## src/design/mms_pkg.sv

```systemverilog
/*
  Package of constants and types for the module management status and timing block.
  Assumes a 100 MHz system clock; ready and reset-pulse times are turned into cycle counts here.
*/
// How it works
// - Within 2000 ms, clear not-ready, assert interrupt
// - Interrupt on not-ready clear means fully functional
// - After reset release, functional within 2000 ms
// - Low-power select high: low power within 100 us
// - Interrupt low within 200 ms of condition
// - Flags clear on read; release within 500 us
// - Rx signal lost: flag and interrupt in 100 ms
// - Tx fault: flag and interrupt in 200 ms
// - Other flags: set and interrupt within 200 ms
// - Mask set stops interrupt within 100 ms
// - Mask clear resumes interrupt within 100 ms
// - Select asserted: answer bus within 100 us
// - Select released: stop answering within 100 us
// - Power-down bit set: low power within 100 ms
// - Power-down bit cleared: functional within 300 ms
// - Clear-on-read acts after read stop bit's falling edge
// - Mask/power writes act after write stop bit falling edge
package mms_pkg;
  localparam int unsigned CLK_MHZ       = 100;         // System clock rate
  localparam int unsigned INIT_MS       = 2000;        // Longest init time
  localparam int unsigned READY_MS      = 1000;        // Own init time used here
  localparam int unsigned LP_US         = 100;         // Low-power entry limit
  localparam int unsigned SEL_US        = 100;         // Select response limit
  localparam int unsigned RST_MIN_US    = 2;           // Least reset pulse
  localparam int unsigned READY_CYC     = READY_MS * 1000 * CLK_MHZ;   // Init count
  localparam int unsigned RST_MIN_CYC   = RST_MIN_US * CLK_MHZ;        // Reset filter count
  localparam int unsigned PWR_UP_CYC    = 16;          // Power-down exit settle
  localparam int          NFLAG         = 3;           // Rx lost, Tx fault, other
  localparam int          F_RXLOS       = 0;           // Flag index: rx signal lost
  localparam int          F_TXFLT       = 1;           // Flag index: tx fault
  localparam int          F_OTHER       = 2;           // Flag index: other
  localparam logic [NFLAG-1:0] FLAG_RST = 3'h0;        // Flags after reset
  localparam logic [NFLAG-1:0] MASK_RST = 3'h0;        // Masks after reset
  localparam logic [1:0]  SCL_FALL      = 2'h2;        // Previous 1, now 0

  typedef enum logic [1:0] {
    MMS_BOOT = 2'b00,  // Counting init time
    MMS_RUN  = 2'b01,  // Fully functional
    MMS_DOWN = 2'b10,  // Power-down forced
    MMS_WAKE = 2'b11   // Leaving power-down
  } mms_state_t;
endpackage : mms_pkg

```

## src/design/mms_sync_if.sv

```systemverilog
/*
  Interface carrying synchronised pin levels and serial clock fall events.
  Assumes producer and consumer share mclk.
*/
`timescale 1ns/10ps
interface mms_sync_if;
  logic scl_fall;     // One-cycle pulse on serial clock fall
  logic sel_n;        // Synchronised select
  logic lp;           // Synchronised low-power select
  logic rst_n;        // Synchronised module reset
  modport src (output scl_fall, sel_n, lp, rst_n);
  modport dst (input  scl_fall, sel_n, lp, rst_n);
endinterface : mms_sync_if

```

## src/design/mms_sync.sv

```systemverilog
/*
  Two-flop synchronisers for pins and serial clock fall detector.
  Assumes asynchronous pins; output on mclk.
*/
`timescale 1ns/10ps
module mms_sync
  import mms_pkg::*;
(
  input  wire logic  mclk,          // System clock
  input  wire logic  arst_n,        // Async reset
  input  wire logic  scl_pin,       // Serial clock pin
  input  wire logic  sel_n_pin,     // Select pin
  input  wire logic  lp_pin,        // Low-power pin
  input  wire logic  rst_n_pin,     // Module reset pin
  mms_sync_if.src    so             // Synchronised outputs
);
  logic [3:0] s1;                   // First stage
  logic [3:0] s2;                   // Second stage
  logic       scl_d;                // Delayed serial clock

  // Two-flop synchroniser for all four pins; reset to idle levels so no false event follows reset
  always_ff @(posedge mclk or negedge arst_n) begin
    if (!arst_n) begin
      s1 <= 4'hB;                   // Reset high, low-power low, deselected, clock high
      s2 <= 4'hB;
    end else begin
      s1 <= {rst_n_pin, lp_pin, sel_n_pin, scl_pin};
      s2 <= s1;
    end
  end

  // Edge history of serial clock
  always_ff @(posedge mclk or negedge arst_n) begin
    if (!arst_n) scl_d <= 1'b1;     // Serial clock idles high
    else         scl_d <= s2[0];
  end

  assign so.scl_fall = ({scl_d, s2[0]} == SCL_FALL);
  assign so.sel_n    = s2[1];
  assign so.lp       = s2[2];
  assign so.rst_n    = s2[3];
endmodule : mms_sync

```

## src/design/mms_top.sv

```systemverilog
/*
  Management control and status: readiness, flags, masks, interrupt, select, power.
  Assumes the serial bus engine reports reads, writes and stops on mclk.
*/
`timescale 1ns/10ps
module mms_top
  import mms_pkg::*;
#(
  parameter int unsigned READY_LIMIT = READY_CYC      // Init cycles; a bench may shorten it
)
(
  input  wire logic             mclk,                 // 100 MHz clock
  input  wire logic             arst_n,               // Async reset, low
  input  wire logic             scl,                  // Serial clock pin
  input  wire logic             module_select_n,      // Select pin, low
  input  wire logic             low_power_select,     // Low-power pin
  input  wire logic             module_reset_n,       // Module reset pin, low
  input  wire logic [NFLAG-1:0] cond,                 // Raw flag conditions
  input  wire logic             rd_flags,             // Bus read of flags done
  input  wire logic             wr_ctrl,              // Bus write of controls done
  input  wire logic [NFLAG-1:0] wr_mask,              // Written mask value
  input  wire logic             wr_pdown,             // Written power-down bit
  input  wire logic             stop_seen,            // Stop bit seen on bus
  output logic                  interrupt_request_n,  // Interrupt, low
  output logic                  data_not_ready,       // Not-ready status bit
  output logic [NFLAG-1:0]      flags,                // Latched flags
  output logic [NFLAG-1:0]      mask,                 // Active masks
  output logic                  pdown,                // Active power-down bit
  output logic                  bus_enable,           // Answer serial bus
  output logic                  low_power             // Low power level
);
  mms_sync_if sy ();                                  // Synchronised pins

  mms_sync u_sync (
    .mclk      (mclk),
    .arst_n    (arst_n),
    .scl_pin   (scl),
    .sel_n_pin (module_select_n),
    .lp_pin    (low_power_select),
    .rst_n_pin (module_reset_n),
    .so        (sy)
  );

  mms_state_t       state;          // Readiness state
  logic [31:0]      cnt;            // Timer
  logic [7:0]       rst_cnt;        // Reset low duration
  logic             mrst;           // Module reset in effect
  logic             rd_pend;        // Clear-on-read waiting for fall
  logic             wr_pend;        // Write waiting for fall
  logic [NFLAG-1:0] hold_mask;      // Pending mask value
  logic             hold_pd;        // Pending power-down value
  logic [NFLAG-1:0] next_flags;     // Flag update
  logic             ready_ev;       // Init count done; not-ready clears at next edge
  logic             ready_irq;      // Sticky readiness interrupt

  // Module reset only after low longer than minimum pulse
  always_ff @(posedge mclk or negedge arst_n) begin
    if (!arst_n) begin
      rst_cnt <= 8'h00;
      mrst    <= 1'b1;
    end else if (sy.rst_n) begin
      rst_cnt <= 8'h00;
      mrst    <= 1'b0;
    end else if (rst_cnt >= RST_MIN_CYC[7:0]) begin
      mrst    <= 1'b1;
    end else begin
      rst_cnt <= rst_cnt + 8'h01;
    end
  end

  // Capture bus events; apply them at next serial clock fall after stop
  always_ff @(posedge mclk or negedge arst_n) begin
    if (!arst_n) begin
      rd_pend   <= 1'b0;
      wr_pend   <= 1'b0;
      hold_mask <= MASK_RST;
      hold_pd   <= 1'b0;
    end else if (mrst) begin
      rd_pend   <= 1'b0;
      wr_pend   <= 1'b0;
    end else begin
      if (stop_seen && rd_flags) rd_pend <= 1'b1;
      else if (sy.scl_fall)      rd_pend <= 1'b0;
      if (stop_seen && wr_ctrl) begin
        wr_pend   <= 1'b1;
        hold_mask <= wr_mask;
        hold_pd   <= wr_pdown;
      end else if (sy.scl_fall) begin
        wr_pend   <= 1'b0;
      end
    end
  end

  // Mask and power-down take effect at the fall
  always_ff @(posedge mclk or negedge arst_n) begin
    if (!arst_n) begin
      mask  <= MASK_RST;
      pdown <= 1'b0;
    end else if (mrst) begin
      mask  <= MASK_RST;
      pdown <= 1'b0;
    end else if (wr_pend && sy.scl_fall) begin
      mask  <= hold_mask;
      pdown <= hold_pd;
    end
  end

  // Flag latch: set wins over clear-on-read
  always_comb begin
    next_flags = flags;
    if (rd_pend && sy.scl_fall) next_flags = FLAG_RST;
    next_flags = next_flags | cond;
  end

  always_ff @(posedge mclk or negedge arst_n) begin
    if (!arst_n)   flags <= FLAG_RST;
    else if (mrst) flags <= FLAG_RST;
    else           flags <= next_flags;
  end

  // Readiness state machine
  always_ff @(posedge mclk or negedge arst_n) begin
    if (!arst_n) begin
      state <= MMS_BOOT;
      cnt   <= 32'h0;
    end else if (mrst) begin
      state <= MMS_BOOT;
      cnt   <= 32'h0;
    end else begin
      case (state)
        MMS_BOOT: begin
          if (cnt >= READY_LIMIT) begin
            state <= MMS_RUN;
            cnt   <= 32'h0;
          end else begin
            cnt <= cnt + 32'h1;
          end
        end
        MMS_RUN: begin
          if (pdown) state <= MMS_DOWN;
        end
        MMS_DOWN: begin
          if (!pdown) begin
            state <= MMS_WAKE;
            cnt   <= 32'h0;
          end
        end
        MMS_WAKE: begin
          if (pdown) state <= MMS_DOWN;
          else if (cnt >= PWR_UP_CYC) state <= MMS_RUN;
          else cnt <= cnt + 32'h1;
        end
        default: state <= MMS_BOOT;
      endcase
    end
  end

  assign ready_ev = (state == MMS_BOOT) && (cnt >= READY_LIMIT) && !mrst;

  // Not-ready bit and readiness interrupt; read clears the latter
  always_ff @(posedge mclk or negedge arst_n) begin
    if (!arst_n) begin
      data_not_ready <= 1'b1;
      ready_irq      <= 1'b0;
    end else if (mrst) begin
      data_not_ready <= 1'b1;
      ready_irq      <= 1'b0;
    end else if (ready_ev) begin
      data_not_ready <= 1'b0;
      ready_irq      <= 1'b1;
    end else if (rd_pend && sy.scl_fall) begin
      ready_irq      <= 1'b0;
    end
  end

  // Interrupt while any unmasked source is set
  always_ff @(posedge mclk or negedge arst_n) begin
    if (!arst_n)   interrupt_request_n <= 1'b1;
    else if (mrst) interrupt_request_n <= 1'b1;
    else interrupt_request_n <= ~(ready_irq | (|(flags & ~mask)));
  end

  // Bus response follows select; low power follows pin or bit
  always_ff @(posedge mclk or negedge arst_n) begin
    if (!arst_n) begin
      bus_enable <= 1'b0;
      low_power  <= 1'b0;
    end else begin
      bus_enable <= ~sy.sel_n & ~mrst;
      // Power-down bit acts in every state, boot included
      low_power  <= sy.lp | pdown | (state == MMS_DOWN);
    end
  end
endmodule : mms_top

```

## config.mk

```make
export PLATFORM = sky130hd
export DESIGN_NAME = mms_top
export DESIGN_NICKNAME = d
export VERILOG_FILES = /design/src/design/mms_pkg.sv /design/src/design/mms_sync_if.sv /design/src/design/mms_sync.sv /design/src/design/mms_top.sv
export SDC_FILE = /design/constraint.sdc
export NUM_CORES = 1
export LEC_CHECK = 0
export ABC_AREA = 1
export BUFFER_PORTS_ARGS = -buffer_cell sky130_fd_sc_hd__buf_4
export CORE_UTILIZATION = 55
export CTS_CLUSTER_SIZE = 28
export DETAILED_ROUTE_END_ITERATION = 16
export MAX_ROUTING_LAYER = met4
export PLACE_DENSITY = 0.71
export SLEW_MARGIN = 30
export SYNTH_ARGS = -nofsm -noshare
export SYNTH_HDL_FRONTEND = slang
export SYNTH_SLANG_ARGS = --single-unit
```

## constraint.sdc

```tcl
create_clock -name mclk -period 1.8 [get_ports mclk]
set_input_delay 0.36 -clock mclk [delete_from_list [all_inputs] [get_ports mclk]]
set_output_delay 0.36 -clock mclk [all_outputs]
set_load 0.1 [all_outputs]
```

==> results of run 1 <==
==> power by group <==
group / internal [uW] / total [uW] / switching [uW]
registers: 1650 / 1690 / 38.9
logic: 109 / 458 / 349
clock network: 641 / 1260 / 619
==> cells in the mapped netlist, drive strengths merged <==
| master | count |
|---|---|
| a21oi | 8 |
| a31oi | 2 |
| a41oi | 1 |
| buf | 9 |
| clkbuf | 3 |
| dfrtp | 60 |
| dfstp | 10 |
| ha | 4 |
| inv | 88 |
| mux2 | 4 |
| nand2 | 169 |
| nand3 | 64 |
| nand3b | 6 |
| nand4 | 6 |
| nor2 | 65 |
| nor3 | 10 |
| o21a | 1 |
| o21ai | 18 |
| o22ai | 2 |
| xnor2 | 3 |
| xor2 | 2 |
==> cells by family (layout without fill, tap and decap cells) <==
family	count (synthesis)	after routing	share of synthesized area, %
AO/OA/AOI/OAI	32	32	4.41
XOR/XNOR	5	5	1.13
adder cells (fa/ha/maj)	4	4	1.29
buffers and inverters	100	147	10.8
flip-flops	70	70	45.3
multiplexers	4	4	1.16
AND/OR/NAND/NOR	320	320	35.9
==> repair_timing <==
item,4_1_cts,5_1_grt
buffers inserted,0,1
endpoints found under the hold margin,19,0
endpoints found under the setup margin,0,27
hold buffers,1,0
gates resized for setup,0,24
==> layout make-up <==
class | count | area share (%)
repair buffers | 43 | 7.77
well taps | 96 | 2.64
clock buffers | 9 | 2.72
flip-flops and latches | 70 | 38.8
clock inverters | 7 | 1.59
multi-input cells | 365 | 39.0
inverters | 88 | 7.53
==> per-layer routing <==
layer  global-route usage (%)  vias up  wire, um
li1                         -     1747         -
met1                     30.9     1594      3850
met2                     42.7       76      4130
met3                     5.39       13       302
met4                     9.70        0       142
met5                        -        -         0
==> metrics by stage <==
| step | cells | utilization (%) |
|---|---|---|
| 2_1_floorplan | 535 | - |
| 3_3_place_gp | 660 | 62.3 |
| 3_5_place_dp | 660 | 62.3 |
| 4_1_cts | 677 | 65.4 |
| 5_1_grt | 678 | 66.7 |
| 6_report | 678 | 66.7 |
==> sequential cells by signal (all words and copies together), names as in the netlist <==
signal               count
rd_pend                  1
state                    2
cnt                     32
bus_enable               1
flags                    3
rst_cnt                  8
u_sync.s1                4
u_sync.scl_d             1
wr_pend                  1
low_power                1
interrupt_request_n      1
hold_pd                  1
mask                     3
mrst                     1
pdown                    1
ready_irq                1
u_sync.s2                4
hold_mask                3
data_not_ready           1
==> final timing paths <==
| path | end | slack (ns) | cells past startpoint | start |
|---|---|---|---|---|
| setup reg to reg | cnt[26] | 0.11 | 11 | cnt[1] |
| min in group asynchronous | cnt[2] | 0.44 | 2 | arst_n |
| max in group asynchronous | cnt[24] | 0.80 | 3 | arst_n |
| hold reg to reg | u_sync.s2[1] | 0.35 | 0 | u_sync.s1[1] |
| setup / recovery | cnt[26] | 0.11 | 11 | cnt[1] |
| hold / removal | u_sync.s1[2] | 0.10 | 1 | low_power_select |
==> out/qor.yml, run 1 <==
seq_area_mm2: 0.00177
num_vias: 3430
root_buffer: "clkbuf_8"
hp-class: "in2reg"
viasPerCell: 5.06
tns_ns: 0
slew_headroom_pct: 78.2
postPlaceCellArea_mm2: 0.00426
setup-violations-final: 0
finalCritPeriodShare_pct: 93.8
cp.required_ns: 2.10
ir_drop_mv: 0.592
power_leakage_uw: 0.00241
cts_tree: "built"
fin_ws_ns: 0.111
synthesis.area_mm2: 0.00389
yosysSeqAreaShare_pct: 45.3
ys_seq_elements: 70
num-fill-cells: 612
routed_wl_mm: 8.43
critical_path.endpoint_type: "flop"
cts.clk_slew.worst_paths_ns: 0.08
dr.pass1.iters: 4
finalHoldViolations: 0
synth_cell_types: 31
final_nets: 597
dieArea_mm2: 0.00741
ioPinCount: 27
layout_commonest_cell: "nand2_1"
path_cells: "ha_2 > nand2_2 > nor2_4 > nand3b_4 > nor2_4 > nand2_1 > nor2_1 > nand3_1 > nand2_1 > nand2_1 > inv_1"
cp_common_cell: "nand2_1"
clock_latency_ns: 0.36
crit_path_start_kind: "flop"
num_rows: 30
critical-path-slowest-cell: "dfrtp_1"
drtIter0Drc: 170
multi_input_area_mm2: 0.00178
p_total_uw: 3400
synthTopCellsByArea: "dfrtp_1 (39%), nand2_1 (16%), nand3_1 (8.1%), inv_1 (7.8%), dfstp_2 (6.8%)"
grt_pass1_vias: 3203
die_width_um: 86.1
drc: 0
place.gp.congestion: 0.946
drive_gt1_share_pct: 18.7
avgSynthCellArea_um2: 7.27
cp.arrival_ns: 1.99
start_util_pct: 57.0
path_buf_inv: 1
skew_ns: 0.00936
portBuffers: 26
dp_slack_ns: 0.0595
crit_family: "simple AND/OR/NAND/NOR gates"
die_h_um: 86.1
stdcell_area_mm2: 0.00455
synth_cells: 535
run_status: "finished clean"
clock_sinks: 70
coreArea_mm2: 0.00683
dp_hpwl_mm: 6.02
synth_fp_nets: 555
power_density_mw_per_mm2: 747
clk_path_buf_depth: 2
max_freq_mhz: 592
grt_pass1_wl_mm: 14.3
period_needed_ns: 1.69
yosysTopAreaCellShare_pct: 38.6
overflow: 0
hold_slack_ns: 0.105
maxCapViolCount: 0
grt_antenna_before_repair: 0
synth_largest_area_cell: "dfrtp_1"
mostFrequentLayoutCells: "nand2_1 (160), inv_1 (80), nand3_1 (62)"
worst-path-max-fanout: 7
crit_path_max_incr_delay_ns: 0.39
numCtsBuffers: 9
wl_per_cell_um: 12.4
worstSetupPathType: "reg2reg"
cts_max_level: 3
slew_violations: 0
antenna_cells: 0
max_slew.worst_pin.slew_ns: 0.325
antenna_left: 0
yosysWarningCount: 0
area_growth_pct: 17.0
grt_max_degree: 32
track_usage_pct: 25.7
(Power assumes the default switching activity.)
==> run 2: changes to the inputs <==
- PLACE_DENSITY: 0.71 -> 0.77
==> out/qor.yml, run 2 (synthesis gave the netlist of run 1 again) <==
setup-violations-final: 0  # unchanged
portBuffers: 26  # unchanged
maxCapViolCount: 0  # unchanged
fin_cells: 680  # was 678
grt_max_degree: 28  # was 32
tns_ns: 0  # unchanged
dp_slack_ns: 0.0645  # was 0.0595 ns
drc: 0  # unchanged
skew_ns: 0.00806  # was 0.00936 ns
start_util_pct: 57.0  # unchanged
fin_ws_ns: 0.0974  # was 0.111 ns
finalHoldViolations: 0  # unchanged
die_width_um: 86.1  # unchanged
antenna_left: 0  # unchanged
track_usage_pct: 25.7  # about the same
drive_gt1_share_pct: 18.2  # was 18.7%
mostFrequentLayoutCells: "nand2_1 (160), inv_1 (81), nand3_1 (63)"  # was nand2_1 (160), inv_1 (80), nand3_1 (62)
final_nets: 599  # was 597
clock_sinks: 70  # unchanged
dieArea_mm2: 0.00741  # unchanged
place.gp.congestion: 0.994  # was 0.946
area_growth_pct: 17.5  # was 17.0%
num_vias: 3532  # was 3430
layout_commonest_cell: "nand2_1"  # unchanged
max_slew.worst_pin.slew_ns: 0.378  # was 0.325 ns
slew_headroom_pct: 74.8  # was 78.2%
p_sw_share_pct: 29.9  # was 29.6%
regMostFlops: "cnt"  # unchanged
pwr-share-comb_pct: 13.5  # was 13.4%
wl_per_cell_um: 12.9  # was 12.4 um
ioPinCount: 27  # unchanged
numCtsBuffers: 9  # unchanged
largestRegisters: "cnt: 32 flops, rst_cnt: 8 flops"  # unchanged
p_total_uw: 3440  # was 3400 uW
cts_max_level: 3  # unchanged
clock_latency_ns: 0.36  # about the same
switching_power_uw: 1030  # was 1010 uW
viasPerCell: 5.19  # was 5.06
die_h_um: 86.1  # unchanged
power_density_mw_per_mm2: 752  # was 747 mW/mm2
worst-path-max-fanout: 7  # unchanged
crit_path_start_kind: "flop"  # unchanged
period_needed_ns: 1.70  # was 1.69 ns
power.internal_uw: 2410  # was 2400 uW
grt_pass1_wl_mm: 14.3  # about the same
routed_wl_mm: 8.79  # was 8.43 mm
slew_violations: 0  # unchanged
crit_path_max_incr_delay_ns: 0.40  # was 0.39 ns
overflow: 0  # unchanged
ir_drop_mv: 0.610  # was 0.592 mV
drtIter0Drc: 263  # was 170
grt_antenna_before_repair: 0  # unchanged
coreArea_mm2: 0.00683  # unchanged
dp_hpwl_mm: 6.08  # was 6.02 mm
grt_pass1_vias: 3227  # was 3203
power_leakage_uw: 0.00241  # about the same
critical_path.endpoint_type: "flop"  # unchanged
path_cells: "ha_2 > nand2_1 > nor2_2 > nand3b_2 > nor2_4 > nand2_1 > nor2_1 > nand3_1 > nand2_1 > nand2_1 > inv_1"  # was ha_2 > nand2_2 > nor2_4 > nand3b_4 > nor2_4 > nand2_1 > nor2_1 > nand3_1 > nand2_1 > nand2_1 > inv_1
critical-path-slowest-cell: "dfrtp_1"  # unchanged
dp.cells: 658  # was 660
p_seq_share_pct: 49.1  # was 49.6%
antenna_cells: 0  # unchanged
cp_common_cell: "nand2_1"  # unchanged
cp.required_ns: 2.10  # about the same
worstSetupPathType: "reg2reg"  # unchanged
largest_reg_flops: 32  # unchanged
finalCritPeriodShare_pct: 94.6  # was 93.8%
cts.clk_slew.worst_paths_ns: 0.08  # about the same
crit_family: "simple AND/OR/NAND/NOR gates"  # unchanged
dr.pass1.iters: 5  # was 4
hp-class: "in2reg"  # unchanged
rsz0062_at_grt: "yes"
num_rows: 30  # unchanged
root_buffer: "clkbuf_8"  # unchanged
max_freq_mhz: 587  # was 592 MHz
run_status: "finished clean"  # unchanged
cp.arrival_ns: 2.01  # was 1.99 ns
clockPowerShare_pct: 37.5  # was 37.0%
clk_path_buf_depth: 2  # unchanged
path_buf_inv: 1  # unchanged
cts_tree: "built"  # unchanged
[run 2: worst paths after layout]
path,from,endpoint,slack (ns),cells past startpoint
max in group asynchronous,arst_n,u_sync.s2[0],0.81,3
worst min register to register,u_sync.s2[0],u_sync.scl_d,0.36,0
worst max register to register,cnt[1],cnt[26],0.1,11
worst max-delay path,cnt[1],cnt[26],0.1,11
min in group asynchronous,arst_n,cnt[1],0.46,2
worst min-delay path,module_select_n,u_sync.s1[1],0.10,1
[run 2: power by group through the flow]
stage	sequential (uW)	combinational [uW]	clock (uW)
finish	1690	463	1290
global route	1690	492	1380
CTS	1690	466	1310
detailed placement	1720	463	0
global placement	1710	459	0
floorplan	1950	77.6	0
[run 2: stage by stage]
| stage | utilization (%) | area [um2] | hold WS, ns |
|---|---|---|---|
| final | 66.9 | 4570 | 0.103 |
| after floorplan | - | 3890 | 0.0644 |
| after global routing | 66.9 | 4570 | 0.0956 |
| after CTS | 65.2 | 4450 | 0.0947 |
| after global placement | 62.1 | 4240 | 0.312 |
| after detailed placement | 62.1 | 4240 | 0.304 |
[run 2: repair_timing]
action	CTS	global route
setup buffers	0	3
hold endpoints to repair	22	0
setup endpoints to repair	0	27
resized for setup	0	21
hold buffers	1	0
[run 2: cell type report]
cell class	instances	area [um2]
fillers	572	2260
clock buffers	10	128
repair buffers	43	362
flip-flops and latches	70	1770
clock inverters	6	70.1
inverters	88	343
repair inverters	1	11.3
well taps	96	120
multi-input cells	366	1770
[run 2: layer usage]
| metal | up-vias | GRT usage (%) | wire [um] |
|---|---|---|---|
| met4 | 0 | 14.2 | 317 |
| met1 | 1607 | 31.7 | 3800 |
| met3 | 40 | 4.23 | 540 |
| met2 | 136 | 40.1 | 4140 |
| li1 | 1749 | - | - |
| met5 | - | - | 0 |
[run 2: worst register-to-register path: stages, from the launching register on]
cell	delay, ns
dfrtp_1	0.40
ha_2	0.20
nand2_1	0.09
nor2_2	0.17
nand3b_2	0.14
nor2_4	0.19
nand2_1	0.11
nor2_1	0.10
nand3_1	0.08
nand2_1	0.07
nand2_1	0.05
inv_1	0.04
